**config.mk**
```make
export PLATFORM = sky130hd
export DESIGN_NAME = kwd_watchdog
export DESIGN_NICKNAME = d
export VERILOG_FILES = /design/src/design/kwd_watchdog.v /design/src/design/kwd_tick_gen.v /design/src/design/kwd_key_lock.v
export VERILOG_INCLUDE_DIRS = /design/src /design/src/design
export SDC_FILE = /design/constraint.sdc
export NUM_CORES = 1
export LEC_CHECK = 0
export BUFFER_PORTS_ARGS = -buffer_cell sky130_fd_sc_hd__buf_2
export CAP_MARGIN = 20
export CORE_MARGIN = 8
export CORE_UTILIZATION = 40
export CTS_CLUSTER_DIAMETER = 60
export CTS_CLUSTER_SIZE = 24
export DETAILED_ROUTE_END_ITERATION = 16
export GPL_TIMING_DRIVEN = 0
export PLACE_DENSITY_LB_ADDON = 0.12
export SYNTH_ARGS = -nofsm -noshare
export SYNTH_HDL_FRONTEND = slang
export SYNTH_SLANG_ARGS = --single-unit
export TNS_END_PERCENT = 10
```
**constraint.sdc**
```tcl
create_clock -name clk_in -period 2.9 [get_ports clk_in]
set_input_delay 0.29 -clock clk_in [delete_from_list [all_inputs] [get_ports clk_in]]
set_output_delay 0.29 -clock clk_in [all_outputs]
set_load 0.02 [all_outputs]
```
**src/design/kwd_defines.vh**
```
// constants for the keyed watchdog timer: offsets, fields, reset values, timing
// Notes on behaviour
// - sixteen-bit counter stepped by its own 250 kHz oscillator tick while enabled
// - on overflow reset the processor, set the cause flag, clear enable
// - control register read-only until key writes 0x1e then 0xe1
// - key writes 0xe1 then 0x1e make the control register read-only again
// - control bit 7 enables the watchdog: 0 off, 1 on
// - once enabled the counter counts oscillator ticks scaled by the prescale selector
// - writing 1 to control bit 5 zeroes the counter and restarts counting
// - selector bits 2:0 set timeout, 000 about 2.05 ms, doubling to 262.14 ms
// - control bits 6, 4 and 3 are unused and change nothing
`ifndef KWD_DEFINES_VH
`define KWD_DEFINES_VH

// apb register byte offsets
`define KWD_ADDR_W 12
`define KWD_KEY_OFS 12'h000
`define KWD_CTL_OFS 12'h004
`define KWD_SYS_OFS 12'h008
`define KWD_STAT_OFS 12'h00c

// key values
`define KWD_KEY_A 8'h1e
`define KWD_KEY_B 8'he1

// control register fields
`define KWD_CTL_EN 7
`define KWD_CTL_CLR 5
`define KWD_CTL_PS_HI 2
`define KWD_CTL_PS_LO 0
`define KWD_CTL_EN_RST 1'b0
`define KWD_CTL_PS_RST 3'h0

// system control register fields
`define KWD_SYS_WDR 7
`define KWD_SYS_WDR_RST 1'b0

// status register fields
`define KWD_STAT_UNLK 16

// timing
`define KWD_CLK_HZ 125000000
`define KWD_OSC_HZ 250000
`define KWD_OSC_DIV (`KWD_CLK_HZ / `KWD_OSC_HZ)
`define KWD_CNT_W 16
`define KWD_PS_MAX 3'h7
`define KWD_RST_PULSE 4'h8

`endif

```
**src/design/kwd_watchdog.v**
```verilog
// keyed watchdog timer top: apb slave, control registers, counter, reset pulse
//
// Chosen here: the register addresses and the APB register port.
`include "kwd_defines.vh"

module kwd_watchdog #(
  parameter OSC_DIV = `KWD_OSC_DIV
) (
  input wire clk_in, // system clock, 125 MHz
  input wire rst_n_in, // power-on reset, async, active low
  input wire psel_in, // apb select
  input wire penable_in, // apb enable
  input wire pwrite_in, // apb direction, 1 = write
  input wire [`KWD_ADDR_W-1:0] paddr_in, // apb byte address
  input wire [31:0] pwdata_in, // apb write data
  input wire [3:0] pstrb_in, // apb byte strobes
  output reg [31:0] prdata_out, // apb read data
  output reg pready_out, // apb ready
  output reg pslverr_out, // apb error, unmapped address
  output reg wd_reset_out // processor reset request, active high
);

  // step size for one oscillator tick, scaled by the selector
  function [`KWD_CNT_W-1:0] step_of;
    input [2:0] sel;
    begin
      step_of = 16'h0001 << (`KWD_PS_MAX - sel);
    end
  endfunction

  // address decode shared by read and write paths
  function [3:0] decode;
    input [`KWD_ADDR_W-1:0] addr;
    begin
      decode = 4'h0;
      case (addr)
        `KWD_KEY_OFS: decode = 4'h1;
        `KWD_CTL_OFS: decode = 4'h2;
        `KWD_SYS_OFS: decode = 4'h4;
        `KWD_STAT_OFS: decode = 4'h8;
        default: decode = 4'h0;
      endcase
    end
  endfunction

  // register state
  reg ctl_en_reg;
  reg ctl_en_next;
  reg [2:0] ctl_ps_reg;
  reg [2:0] ctl_ps_next;
  reg wdr_flag_reg;
  reg wdr_flag_next;
  reg [`KWD_CNT_W-1:0] cnt_reg;
  reg [`KWD_CNT_W-1:0] cnt_next;
  reg [3:0] rst_cnt_reg;
  reg [3:0] rst_cnt_next;

  // bus-side next values and the processor reset request next value
  reg [31:0] rdata_next;
  reg pready_next;
  reg pslverr_next;
  reg wd_reset_next;

  wire tick;
  wire unlocked;
  wire key_pending;
  wire setup_phase;
  wire access_done;
  wire [3:0] sel_dec;
  wire wr_ok;
  wire key_wr;
  wire ctl_wr;
  wire sys_wr;
  wire clr_req;
  wire [`KWD_CNT_W:0] cnt_sum;
  wire overflow;

  // oscillator tick divider
  kwd_tick_gen #(
    .DIV(OSC_DIV)
  ) u_tick (
    .clk_in(clk_in),
    .rst_n_in(rst_n_in),
    .tick_out(tick)
  );

  // key sequence tracker
  kwd_key_lock u_key (
    .clk_in(clk_in),
    .rst_n_in(rst_n_in),
    .key_wr_in(key_wr),
    .key_data_in(pwdata_in[7:0]),
    .relock_in(overflow),
    .unlocked_out(unlocked),
    .pending_out(key_pending)
  );

  // apb phase decode; a write lands only on the edge that sees pready high
  assign setup_phase = psel_in & ~penable_in;
  assign access_done = psel_in & penable_in & pready_out;
  assign sel_dec = decode(paddr_in);
  assign wr_ok = access_done & pwrite_in & pstrb_in[0] & ~pslverr_out;
  assign key_wr = wr_ok & sel_dec[0];
  assign ctl_wr = wr_ok & sel_dec[1] & unlocked;
  assign sys_wr = wr_ok & sel_dec[2];
  assign clr_req = ctl_wr & pwdata_in[`KWD_CTL_CLR];

  // counter advance, step picks the timeout
  assign cnt_sum = {1'b0, cnt_reg} + {1'b0, step_of(ctl_ps_reg)};
  assign overflow = ctl_en_reg & tick & cnt_sum[`KWD_CNT_W] & ~clr_req;

  // control register next values; unused bits 6, 4, 3 are dropped
  always @* begin
    ctl_en_next = ctl_en_reg;
    ctl_ps_next = ctl_ps_reg;
    if (overflow) begin
      ctl_en_next = 1'b0;
    end else if (ctl_wr) begin
      ctl_en_next = pwdata_in[`KWD_CTL_EN];
      ctl_ps_next = pwdata_in[`KWD_CTL_PS_HI:`KWD_CTL_PS_LO];
    end
  end

  // counter next value
  always @* begin
    cnt_next = cnt_reg;
    if (clr_req) begin
      cnt_next = {`KWD_CNT_W{1'b0}};
    end else if (overflow) begin
      cnt_next = {`KWD_CNT_W{1'b0}};
    end else if (ctl_en_reg & tick) begin
      cnt_next = cnt_sum[`KWD_CNT_W-1:0];
    end
  end

  // reset cause flag: hardware set wins over a software clear
  always @* begin
    wdr_flag_next = wdr_flag_reg;
    if (overflow) begin
      wdr_flag_next = 1'b1;
    end else if (sys_wr & ~pwdata_in[`KWD_SYS_WDR]) begin
      wdr_flag_next = 1'b0;
    end
  end

  // processor reset pulse length
  always @* begin
    rst_cnt_next = rst_cnt_reg;
    if (overflow) begin
      rst_cnt_next = `KWD_RST_PULSE;
    end else if (rst_cnt_reg != 4'h0) begin
      rst_cnt_next = rst_cnt_reg - 4'h1;
    end
    wd_reset_next = (rst_cnt_next != 4'h0);
  end

  // read data and answer, prepared in the setup cycle
  always @* begin
    rdata_next = prdata_out;
    pready_next = 1'b0;
    pslverr_next = pslverr_out;
    if (setup_phase) begin
      pready_next = 1'b1;
      pslverr_next = (sel_dec == 4'h0);
      rdata_next = 32'h0000_0000;
      if (!pwrite_in) begin
        case (sel_dec)
          4'h2: begin
            rdata_next[`KWD_CTL_EN] = ctl_en_reg;
            rdata_next[`KWD_CTL_PS_HI:`KWD_CTL_PS_LO] = ctl_ps_reg;
          end
          4'h4: begin
            rdata_next[`KWD_SYS_WDR] = wdr_flag_reg;
          end
          4'h8: begin
            rdata_next[`KWD_CNT_W-1:0] = cnt_reg;
            rdata_next[`KWD_STAT_UNLK] = unlocked;
            rdata_next[`KWD_STAT_UNLK+1] = key_pending;
          end
          default: begin
            rdata_next = 32'h0000_0000;
          end
        endcase
      end
    end
  end

  // watchdog state; only the power-on reset touches it
  always @(posedge clk_in or negedge rst_n_in) begin
    if (!rst_n_in) begin
      ctl_en_reg <= `KWD_CTL_EN_RST;
      ctl_ps_reg <= `KWD_CTL_PS_RST;
      cnt_reg <= {`KWD_CNT_W{1'b0}};
      wdr_flag_reg <= `KWD_SYS_WDR_RST;
      rst_cnt_reg <= 4'h0;
      wd_reset_out <= 1'b0;
    end else begin
      ctl_en_reg <= ctl_en_next;
      ctl_ps_reg <= ctl_ps_next;
      cnt_reg <= cnt_next;
      wdr_flag_reg <= wdr_flag_next;
      rst_cnt_reg <= rst_cnt_next;
      wd_reset_out <= wd_reset_next;
    end
  end

  // apb answer registers
  always @(posedge clk_in or negedge rst_n_in) begin
    if (!rst_n_in) begin
      prdata_out <= 32'h0000_0000;
      pready_out <= 1'b0;
      pslverr_out <= 1'b0;
    end else begin
      prdata_out <= rdata_next;
      pready_out <= pready_next;
      pslverr_out <= pslverr_next;
    end
  end

endmodule

```
**src/design/kwd_tick_gen.v**
```verilog
// divider making the one-cycle oscillator tick from the system clock
`include "kwd_defines.vh"

module kwd_tick_gen #(
  parameter DIV = `KWD_OSC_DIV
) (
  input wire clk_in, // system clock
  input wire rst_n_in, // async reset, active low
  output reg tick_out // one-cycle pulse at oscillator rate
);

  reg [15:0] div_reg;
  reg [15:0] div_next;
  wire div_end;

  assign div_end = (div_reg == DIV[15:0] - 16'h0001);

  // next divider count, wrapping at the period
  always @* begin
    if (div_end) begin
      div_next = 16'h0000;
    end else begin
      div_next = div_reg + 16'h0001;
    end
  end

  // free-running divider, independent of the watchdog state
  always @(posedge clk_in or negedge rst_n_in) begin
    if (!rst_n_in) begin
      div_reg <= 16'h0000;
      tick_out <= 1'b0;
    end else begin
      div_reg <= div_next;
      tick_out <= div_end;
    end
  end

endmodule

```
**src/design/kwd_key_lock.v**
```verilog
// key sequence tracker guarding writes to the control register
`include "kwd_defines.vh"

module kwd_key_lock (
  input wire clk_in, // system clock
  input wire rst_n_in, // async reset, active low
  input wire key_wr_in, // one-cycle key register write
  input wire [7:0] key_data_in, // key value written
  input wire relock_in, // watchdog reset forces read-only
  output reg unlocked_out, // control register writable
  output wire pending_out // first key of a sequence seen
);

  localparam [2:0] ST_IDLE = 3'b001;
  localparam [2:0] ST_UNL1 = 3'b010;
  localparam [2:0] ST_LCK1 = 3'b100;

  reg [2:0] state_reg;
  reg [2:0] state_next;
  reg unlocked_next;

  assign pending_out = ~state_reg[0];

  // sequence decoding on each key write
  always @* begin
    state_next = state_reg;
    unlocked_next = unlocked_out;
    if (relock_in) begin
      state_next = ST_IDLE;
      unlocked_next = 1'b0;
    end else if (key_wr_in) begin
      case (state_reg)
        ST_IDLE: begin
          if (key_data_in == `KWD_KEY_A) begin
            state_next = ST_UNL1;
          end else if (key_data_in == `KWD_KEY_B) begin
            state_next = ST_LCK1;
          end
        end
        ST_UNL1: begin
          state_next = ST_IDLE;
          if (key_data_in == `KWD_KEY_B) begin
            unlocked_next = 1'b1;
          end
        end
        ST_LCK1: begin
          state_next = ST_IDLE;
          if (key_data_in == `KWD_KEY_A) begin
            unlocked_next = 1'b0;
          end
        end
        default: begin
          state_next = ST_IDLE;
        end
      endcase
    end
  end

  // state and protection flag, read-only after reset
  always @(posedge clk_in or negedge rst_n_in) begin
    if (!rst_n_in) begin
      state_reg <= ST_IDLE;
      unlocked_out <= 1'b0;
    end else begin
      state_reg <= state_next;
      unlocked_out <= unlocked_next;
    end
  end

endmodule

```
==> results.cfg, run 1 <==
[clock_network]
clock_sinks = 67
cts_max_level = 3
cts_hold_buf = 0
root_buffer = clkbuf_8
cts_buffers = 9
clkLatencyLatePin_ns = 0.34
clk_pin_slew_ns = 0.07
cts_tree = built
clockBufferDepth = 2

[global_route]
grt_first_pass_wirelength_um = 13900
grt_antenna_before_repair = 0
grt_remaining_overflow = 0
grt_pass1_vias = 2796
grt_max_degree = 68
grt_use_total = 0.136

[power]
p_switching_mw = 0.430
power_density_nw_per_um2 = 411
swShare = 0.248
p_int_mw = 1.30
leakage_nw = 2.01
p_total_mw = 1.74
power_frac_comb = 0.059
p_clk_frac = 0.400
ir_drop_uv = 212
seq_power_share = 0.541

[logic_synthesis]
synthCells = 365
synth_edf_count = 0
synth_top_area_frac = 0.455
avgSynthCellArea_um2 = 9.94
synth_area_um2 = 3630
synthArstFlopShare = 1.00
yosys-top-cells-area = dfrtp_1 (46%), nor2_1 (3.9%), nand2_1 (3.6%), xnor2_1 (3.6%), ha_1 (3.4%)
yosys.area.top_type = dfrtp_1
synthFlopType = dfrtp_1
ys_seq_elements = 67
ys_seq_area_frac = 0.462
synth-warning-count = 0
synthDistinctLibCells = 57

[sta]
fin_crit_ns = 2.67
hold_viol_final = 0
finalCritPeriodShare = 0.922
fmax_ghz = 0.374
finalSetupViolCount = 0
skew_ns = 0.00940
setup_slack_ns = 0.226
timing.slew.headroom = 0.407
worst_slew_pin_slew_ns = 0.883
rsz0062_at_grt = false
slew_viol_final = 0

[setup_path]
r2r-end = cnt_reg[6]
rr_startpoint = ctl_ps_reg[1]
arrival_ns = 2.92
critPathRequiredTime_ns = 3.15
path_max_fanout = 10
worst_r2r_path_depth = 10
start_kind = register
r2r_slack_ns = 0.23
startpoint = ctl_ps_reg[1]
crit_path_end = cnt_reg[6]
path_class = register to register
end_kind = register

[final_layout]
largest_reg_flops = 18
fin_nets = 495
area_growth_pct = 16.3
finish.instance_area_um2 = 4220
diodes = 0
instances_no_fill = 544
drive_gt1_frac = 0.239

[floorplan]
rows = 34
fp.coreArea_um2 = 8760
die_h_um = 111
start_util = 0.414
fp.dieW_um = 111
io_pins = 88
dieArea_um2 = 12400

[drt]
first_pass_iters = 4
drt-total-wl_um = 8220
avgViaCountPerCell = 5.18
drt_iter0_drc = 133
drc = 0
vias = 2817
post_drt_wl_per_cell_um = 15.1
final_antenna_net_count = 0

[run_status]
status = finished, final reports clean

[placed_design]
dp_slack_ns = -0.107
numPortBuffers = 44
placed_cell_area_um2 = 4040
gp_congestion = 0.792
dp_hpwl_um = 6110
numPlacedInstances = 530

[run]
maxCapViolations = 0

[worst_hold_path]
worstHoldPathType = primary input to async pin
-- metal layers --
metal  routed length, um  GRT usage
met3                 479     0.0411
met1                3830      0.175
met5                   0          0
met4                  78     0.0427
met2                3840      0.212
-- cells in the final DEF (no fill, tap or decap), drive strengths merged, types with 2 or more instances in the layout --
cell	n
a211oi	2
a21oi	10
a22o	14
a31oi	4
and2	2
and3	4
and4	2
buf	63
clkbuf	15
clkinv	3
conb	14
dfrtp	66
ha	10
inv	14
mux2	4
mux2i	5
nand2	35
nand2b	7
nand3	14
nand4	9
nor2	40
nor2b	6
nor3	9
nor3b	4
nor4	8
nor4b	2
nor4bb	2
o21a	2
o21ai	22
o22ai	2
o41ai	2
or3	4
xnor2	15
xor2	9
-- critical path, stage by stage, from the launching register on --
cell	delay, ns
dfrtp_2	0.48
and3_1	0.21
ha_1	0.19
inv_1	0.07
fa_1	0.18
nand2b_1	0.17
a21oi_2	0.12
o211ai_4	0.30
nor3b_4	0.47
inv_1	0.20
o21ai_0	0.21
-- cells in the mapped netlist (all sizes together), types with 4 or more instances --
master and count:
dfrtp 66, nor2 40, nand2 35, o21ai 22, buf 18, xnor2 15, a22o 14, inv 14
nand3 14, a21oi 10, ha 10, nand4 9, nor3 9, xor2 9, nor4 8, nand2b 7
clkbuf 6, nor2b 6, mux2i 5, a31oi 4, and3 4, mux2 4, nor3b 4, or3 4
-- power by group through the flow --
| stage | sequential (mW) | combinational, mW | clock, mW |
|---|---|---|---|
| 2_1_floorplan | 0.959 | 0.0506 | 0 |
| 3_3_place_gp | 0.956 | 0.103 | 0 |
| 3_5_place_dp | 0.956 | 0.104 | 0 |
| 4_1_cts | 0.938 | 0.104 | 0.718 |
| 5_1_grt | 0.938 | 0.115 | 0.763 |
| 6_report | 0.938 | 0.103 | 0.694 |
-- worst min path at each step --
stage	startpoint	endpoint	slack (ns)
after floorplan	rst_n_in	cnt_reg[0]	-0.006
after global placement	prdata_out[7]	prdata_out[7]	0.47
after detailed placement	rst_n_in	u_tick.div_reg[14]	0.46
after CTS	rst_n_in	u_tick.div_reg[0]	0.09
after global routing	rst_n_in	u_tick.div_reg[0]	0.12
final	rst_n_in	u_tick.div_reg[0]	0.06
-- through the flow --
step                setup TNS (ns)   util  hold WS [ns]
floorplan                        0      -      -0.00559
finish                           0  0.482        0.0556
global placement            -0.410  0.460         0.467
CTS                              0  0.481        0.0866
detailed placement          -0.812  0.461         0.459
global route                     0  0.482         0.118
-- cell families (layout without fill, tap and decap cells) --
| family | Yosys count | count (layout) | synth area share |
|---|---|---|---|
| fa+ha+maj | 11 | 11 | 0.0400 |
| other cells | 1 | 14 | 0.00103 |
| xor+xnor | 24 | 24 | 0.0579 |
| flops | 67 | 67 | 0.462 |
| compound gates | 63 | 63 | 0.115 |
| mux | 9 | 9 | 0.0262 |
| buf+inv | 38 | 96 | 0.0576 |
| simple gates | 152 | 152 | 0.240 |
-- area by class of cell --
cell class	count	area, um2
Buffer	21	145
Clock buffer	12	145
Clock inverter	4	26.3
Fill cell	824	4540
Inverter	14	52.6
Multi-Input combinational cell	273	1800
Sequential cell	67	1680
Tap cell	108	135
Timing Repair Buffer	45	230
-- what timing repair did --
action	CTS	global route
endpoints found under the setup margin	23	22
buffers inserted	0	1
gates resized for setup	2	3
pin swaps	0	0
gates cloned	0	0
Note: power is estimated with default switching activity, not from simulation.
==> run 2, diff against run 1 <==
Settings changed: SYNTH_HIERARCHICAL set to 1.
==> run 2 against run 1 <==
  * Sequential share of layout area shrank 0.59 points
  * Maximum frequency is 2.3% lower
  * Setup slack worse by 0.062 ns
  * Cell area up 1.4%
  * Sequential power hardly changed
  * Largest cell class unchanged
==> results.cfg, run 2 <==
[run_status]
status = finished, final reports clean

[logic_synthesis]
yosys-top-cells-area = dfrtp_1 (45%), a22o_1 (5.1%), ha_1 (3.4%), buf_4 (3.1%), nor2_1 (2.4%)
ys_seq_elements = 67
synth-warning-count = 6
synthDistinctLibCells = 59
yosys.area.top_type = dfrtp_1
ys_seq_area_frac = 0.461
synth-simple-area-share = 0.206
synthFlopType = dfrtp_1
synthMuxAreaShare = 0.0289
avgSynthCellArea_um2 = 10.4
synth-xor-area-share = 0.0409
synth_compound_area_frac = 0.165
yosys.area_share.adder = 0.0399
synthArstFlopShare = 1.00
synth.most_common_cell = dfrtp_1
synth_area_um2 = 3640
synthCells = 350
synth_edf_count = 0
synth_top_family_by_area = simple AND/OR/NAND/NOR gates
synth_top_area_frac = 0.454
synth_common_cells = dfrtp_1 (66), nor2_1 (23), nand2_1 (22)

[global_route]
grt_use_total = 0.136
grt_first_pass_wirelength_um = 14100
grt_antenna_before_repair = 0
grt_pass1_vias = 2855
grt_max_degree = 68
grt_remaining_overflow = 0

[drt]
vias = 2841
drt-total-wl_um = 8200
avgViaCountPerCell = 5.33
first_pass_iters = 4
drc = 0
top_layer = met4
drt_iter0_drc = 95
post_drt_wl_per_cell_um = 15.4
final_antenna_net_count = 0
wl_met3_um = 489
m1WireLength_um = 3730
wl_met2_um = 3890

[final_layout]
seq_area_um2 = 1680
fin_nets = 484
diodes = 0
fillCellCount = 833
layout_commonest_cell = dfrtp_1
final_cell_mix = dfrtp_1 (65), buf_2 (49), nand2_1 (22), nor2_1 (22), a22o_1 (21)
drive_gt1_frac = 0.254
area_growth_pct = 17.7
multi_input_area_um2 = 1840
final_core_util = 0.488
largest_reg_flops = 18

[sta]
rsz0062_at_grt = false
slew_viol_final = 0
worst_slew_pin_slew_ns = 0.836
fin_crit_ns = 2.74
timing.slew.headroom = 0.442
skew_ns = 0.0101
finalCritPeriodShare = 0.944
fmax_ghz = 0.365
hold_viol_final = 0
finalSetupViolCount = 0

[placed_design]
numPortBuffers = 45
dp_hpwl_um = 6040
gp_congestion = 0.824

[setup_path]
path_class = register to register
path_max_fanout = 10
end_kind = register
critPathRequiredTime_ns = 3.12
start_kind = register
arrival_ns = 2.96

[power]
leakage_nw = 2.13
p_total_mw = 1.73
ir_drop_uv = 222
power_density_nw_per_um2 = 404

[floorplan]
fp.coreArea_um2 = 8760
dieArea_um2 = 12400
fp.dieW_um = 111
rows = 34
start_util = 0.415
io_pins = 88
die_h_um = 111

[worst_hold_path]
worstHoldPathType = primary input to async pin

[clock_network]
clockBufferDepth = 2
cts_buffers = 9
cts_max_level = 3
clk_pin_slew_ns = 0.08
root_buffer = clkbuf_8
clkLatencyLatePin_ns = 0.35
cts_tree = built
clock_sinks = 67

[run]
maxCapViolations = 0
-- run 2: critical path, stage by stage, from the launching register on --
cell	delay (ns)
dfrtp_1	0.47
and3_1	0.21
ha_1	0.22
fa_2	0.40
a211oi_4	0.30
nor3_2	0.09
nor2_2	0.26
nor4_1	0.12
buf_2	0.18
or3_1	0.34
-- run 2: per-layer routing --
layer / up-vias / global-route usage
li1: 1414 / -
met1: 1350 / 0.167
met2: 67 / 0.222
met3: 10 / 0.0408
met4: 0 / 0.0480
met5: - / 0
-- run 2: worst paths after layout --
| check | start | to | slack [ns] | cells past startpoint |
|---|---|---|---|---|
| setup / recovery | ctl_ps_reg[1] | wd_reset_out | 0.16 | 9 |
| hold / removal | rst_n_in | prdata_out[17] | 0.05 | 1 |
| setup reg to reg | ctl_ps_reg[1] | wd_reset_out | 0.16 | 9 |
| hold reg to reg | u_tick/div_reg[15] | u_tick/div_reg[15] | 0.47 | 1 |
| max in group asynchronous | rst_n_in | ctl_ps_reg[0] | 2.26 | 1 |
| min in group clk_in | pwrite_in | prdata_out[7] | 0.15 | 2 |
-- run 2: final cells by class --
type / count / share of cell area
well taps: 108 / 0.0316
multi-input cells: 258 / 0.429
repair buffers: 49 / 0.0597
inverters: 13 / 0.0114
clock inverters: 6 / 0.00965
clock buffers: 10 / 0.0322
flip-flops and latches: 67 / 0.393
plain buffers: 22 / 0.0336
-- run 2: through the flow --
stage / setup TNS [ns] / area, um2 / hold WS [ns] / worst slack, ns / instances
after floorplan: 0 / 3680 / -0.00559 / 0.187 / 363
after global placement: -4.61 / 4050 / 0.457 / -0.391 / 516
after detailed placement: -3.46 / 4050 / 0.443 / -0.439 / 517
after CTS: 0 / 4280 / 0.0756 / 0.0554 / 535
after global routing: 0 / 4280 / 0.130 / 0.00908 / 533
final: 0 / 4280 / 0.0466 / 0.164 / 533
-- run 2: cells by family after synthesis --
logic type      after synthesis
compound gates               81
flops                        67
fa+ha+maj                    11
buf+inv                      38
simple gates                125
mux                          10
other cells                   1
xor+xnor                     17
-- run 2: what timing repair did --
item	CTS	global route
resized for setup	5	2
buffers inserted	3	0
hold buffers	0	0
setup endpoints to repair	12	13
pin swaps	4	0
-- run 2: power by group --
group	switching [mW]	internal (mW)	leakage, nW	total [mW]
Clock	0.368	0.331	0.0843	0.699
Combinational	0.0609	0.0327	1.15	0.0936
Sequential	0.00169	0.936	0.892	0.938
==> run 3, diff against run 2 <==
--- a/config.mk
+++ b/config.mk
@@ -9,5 +9,4 @@
 export BUFFER_PORTS_ARGS = -buffer_cell sky130_fd_sc_hd__buf_2
 export CAP_MARGIN = 20
-export CORE_MARGIN = 8
 export CORE_UTILIZATION = 40
 export CTS_CLUSTER_DIAMETER = 60
==> constraint.sdc (replaced) <==
create_clock -name clk_in -period 2.9 [get_ports clk_in]
set_input_delay 0.29 -clock clk_in [delete_from_list [all_inputs] [get_ports clk_in]]
set_output_delay 0.29 -clock clk_in [all_outputs]
set_load 0.01 [all_outputs]
==> run 3 against run 2 <==
  * Register-to-register slack improved by 0.02 ns
  * Sequential cell count unchanged
  * Non-clock buffer count decreased by 2
  * Die area decreased by 24%
  * Via count increased by 0.28%
  * Cell area about the same
  * Clock-buffer cell count increased by 3
==> results.cfg, run 3 (same netlist as run 2, synthesis figures left out) <==
[run_status]
status = finished, final reports clean

[global_route]
grt_util_met2 = 0.270
grt_util_met1 = 0.234
grt_max_degree = 68
grt_pass1_vias = 2686
grt_antenna_before_repair = 0
grt_first_pass_wirelength_um = 13100
grt_use_total = 0.173
grt_remaining_overflow = 0
use_met3 = 0.0504
top_usage_layer = met2

[sta]
finalCritPeriodShare = 0.936
worst_slew_pin_slew_ns = 0.838
fin_crit_ns = 2.71
finalSetupViolCount = 0
rsz0062_at_grt = false
hold_viol_final = 0
skew_ns = 0.00987
slew_viol_final = 0
fmax_ghz = 0.368
setup_slack_ns = 0.185
timing.slew.headroom = 0.441

[setup_path]
worst_r2r_path_depth = 9
critPathRequiredTime_ns = 3.17
path_max_fanout = 10
path_class = register to register
end_kind = register
critPathSlowestCell = dfrtp_2
start_kind = register
arrival_ns = 2.99
rr_startpoint = ctl_ps_reg[0]
r2r-end = cnt_reg[3]
cp_cell_sequence = and3_1 -> ha_1 -> fa_2 -> a211oi_2 -> nor3_1 -> or2_2 -> a311oi_4 -> buf_4 -> a22o_1
critPathMaxStageDelay_ns = 0.48
r2r_slack_ns = 0.19

[drt]
drc = 0
drt-total-wl_um = 7830
post_drt_wl_per_cell_um = 14.7
vias = 2849
first_pass_iters = 4
final_antenna_net_count = 0
drt_iter0_drc = 141
avgViaCountPerCell = 5.37

[clock_network]
cts_max_level = 3
clock_sinks = 67
clkLatencyLatePin_ns = 0.34
root_buffer = clkbuf_8
cts_buffers = 9
clk_pin_slew_ns = 0.07
cts_tree = built
clockBufferDepth = 2
cts_hold_buf = 0

[power]
power_density_nw_per_um2 = 412
leakage_nw = 2.12
p_clk_frac = 0.421
power_frac_comb = 0.047
p_total_mw = 1.76
swShare = 0.226
seq_power_share = 0.532
ir_drop_uv = 227
p_int_mw = 1.36
p_switching_mw = 0.398

[final_layout]
instances_no_fill = 531
fin_nets = 482
layout_commonest_cell = dfrtp_1
drive_gt1_frac = 0.248
fillCellCount = 850
area_growth_pct = 17.6
largest_reg_flops = 18
diodes = 0
final_core_util = 0.488
final_cell_mix = dfrtp_1 (63), buf_2 (48), nand2_1 (22), nor2_1 (22), a22o_1 (21)

[floorplan]
fp.coreArea_um2 = 8760
fp.dieW_um = 97.3
start_util = 0.415
dieArea_um2 = 9480
die_h_um = 97.3
io_pins = 88
rows = 34

[placed_design]
gp_congestion = 0.820
dp_hpwl_um = 5540
dp_slack_ns = -0.444
numPlacedInstances = 516
numPortBuffers = 45

[worst_hold_path]
worstHoldPathType = primary input to async pin

[run]
maxCapViolations = 0
-- run 3: worst max-delay path by stage --
| stage | start | to | slack (ns) | depth (start not counted) |
|---|---|---|---|---|
| 2_1_floorplan | ctl_ps_reg[0] | cnt_reg[13] | 0.19 | 9 |
| 3_3_place_gp | ctl_ps_reg[0] | cnt_reg[13] | -0.43 | 9 |
| 3_5_place_dp | ctl_ps_reg[0] | cnt_reg[13] | -0.44 | 9 |
| 4_1_cts | ctl_ps_reg[0] | u_key/state_reg[0] | 0.03 | 10 |
| 5_1_grt | ctl_ps_reg[0] | u_key/state_reg[0] | 0.05 | 10 |
| 6_report | ctl_ps_reg[0] | cnt_reg[3] | 0.19 | 9 |
-- run 3: worst max-delay path, delay by kind of cell (launching register included) --
family                     cells  cell delay (ns)
and+or+nand+nor                3             0.71
adders and majority gates      2             0.61
buffers and inverters          1             0.22
AOI/OAI and AO/OA              3             0.63
DFF                            1             0.48
-- run 3: area by class of cell --
class	instances	area, um2	share of cell area
timing repair buffer	47	243	0.0568
clock inverter	3	40.0	0.00936
sequential	67	1680	0.393
inverter	13	48.8	0.0114
clock buffer	13	139	0.0325
buffer	22	144	0.0336
tap	108	135	0.0316
multi-input combinational	258	1850	0.432
-- run 3: repair_timing --
action,in CTS,in global routing
pin swaps,2,0
setup buffers,2,0
resized for setup,4,6
endpoints found under the setup margin,16,15
hold endpoints to repair,0,0
gates cloned,0,0
-- run 3: layer usage --
metal | up-vias | share of wire
met2 | 71 | 0.46
met1 | 1365 | 0.48
met3 | 9 | 0.047
met5 | - | 0
li1 | 1404 | -
met4 | 0 | 0.012
-- run 3: through the flow --
stage                     hold slack [ns]  setup TNS, ns  instance area, um2
after floorplan                  -0.00559              0                3680
after detailed placement            0.457          -5.34                4050
after global placement              0.457          -4.85                4050
after CTS                          0.0965              0                4260
after global routing                0.131              0                4280
final                              0.0493              0                4280
-- run 3: power by group through the flow --
| stage | clock (mW) | combinational, mW | sequential, mW |
|---|---|---|---|
| 5_1_grt | 0.807 | 0.0934 | 0.938 |
| 3_5_place_dp | 0 | 0.0850 | 0.956 |
| 6_report | 0.742 | 0.0830 | 0.938 |
| 2_1_floorplan | 0 | 0.0363 | 0.957 |
| 3_3_place_gp | 0 | 0.0834 | 0.956 |
| 4_1_cts | 0.766 | 0.0852 | 0.938 |
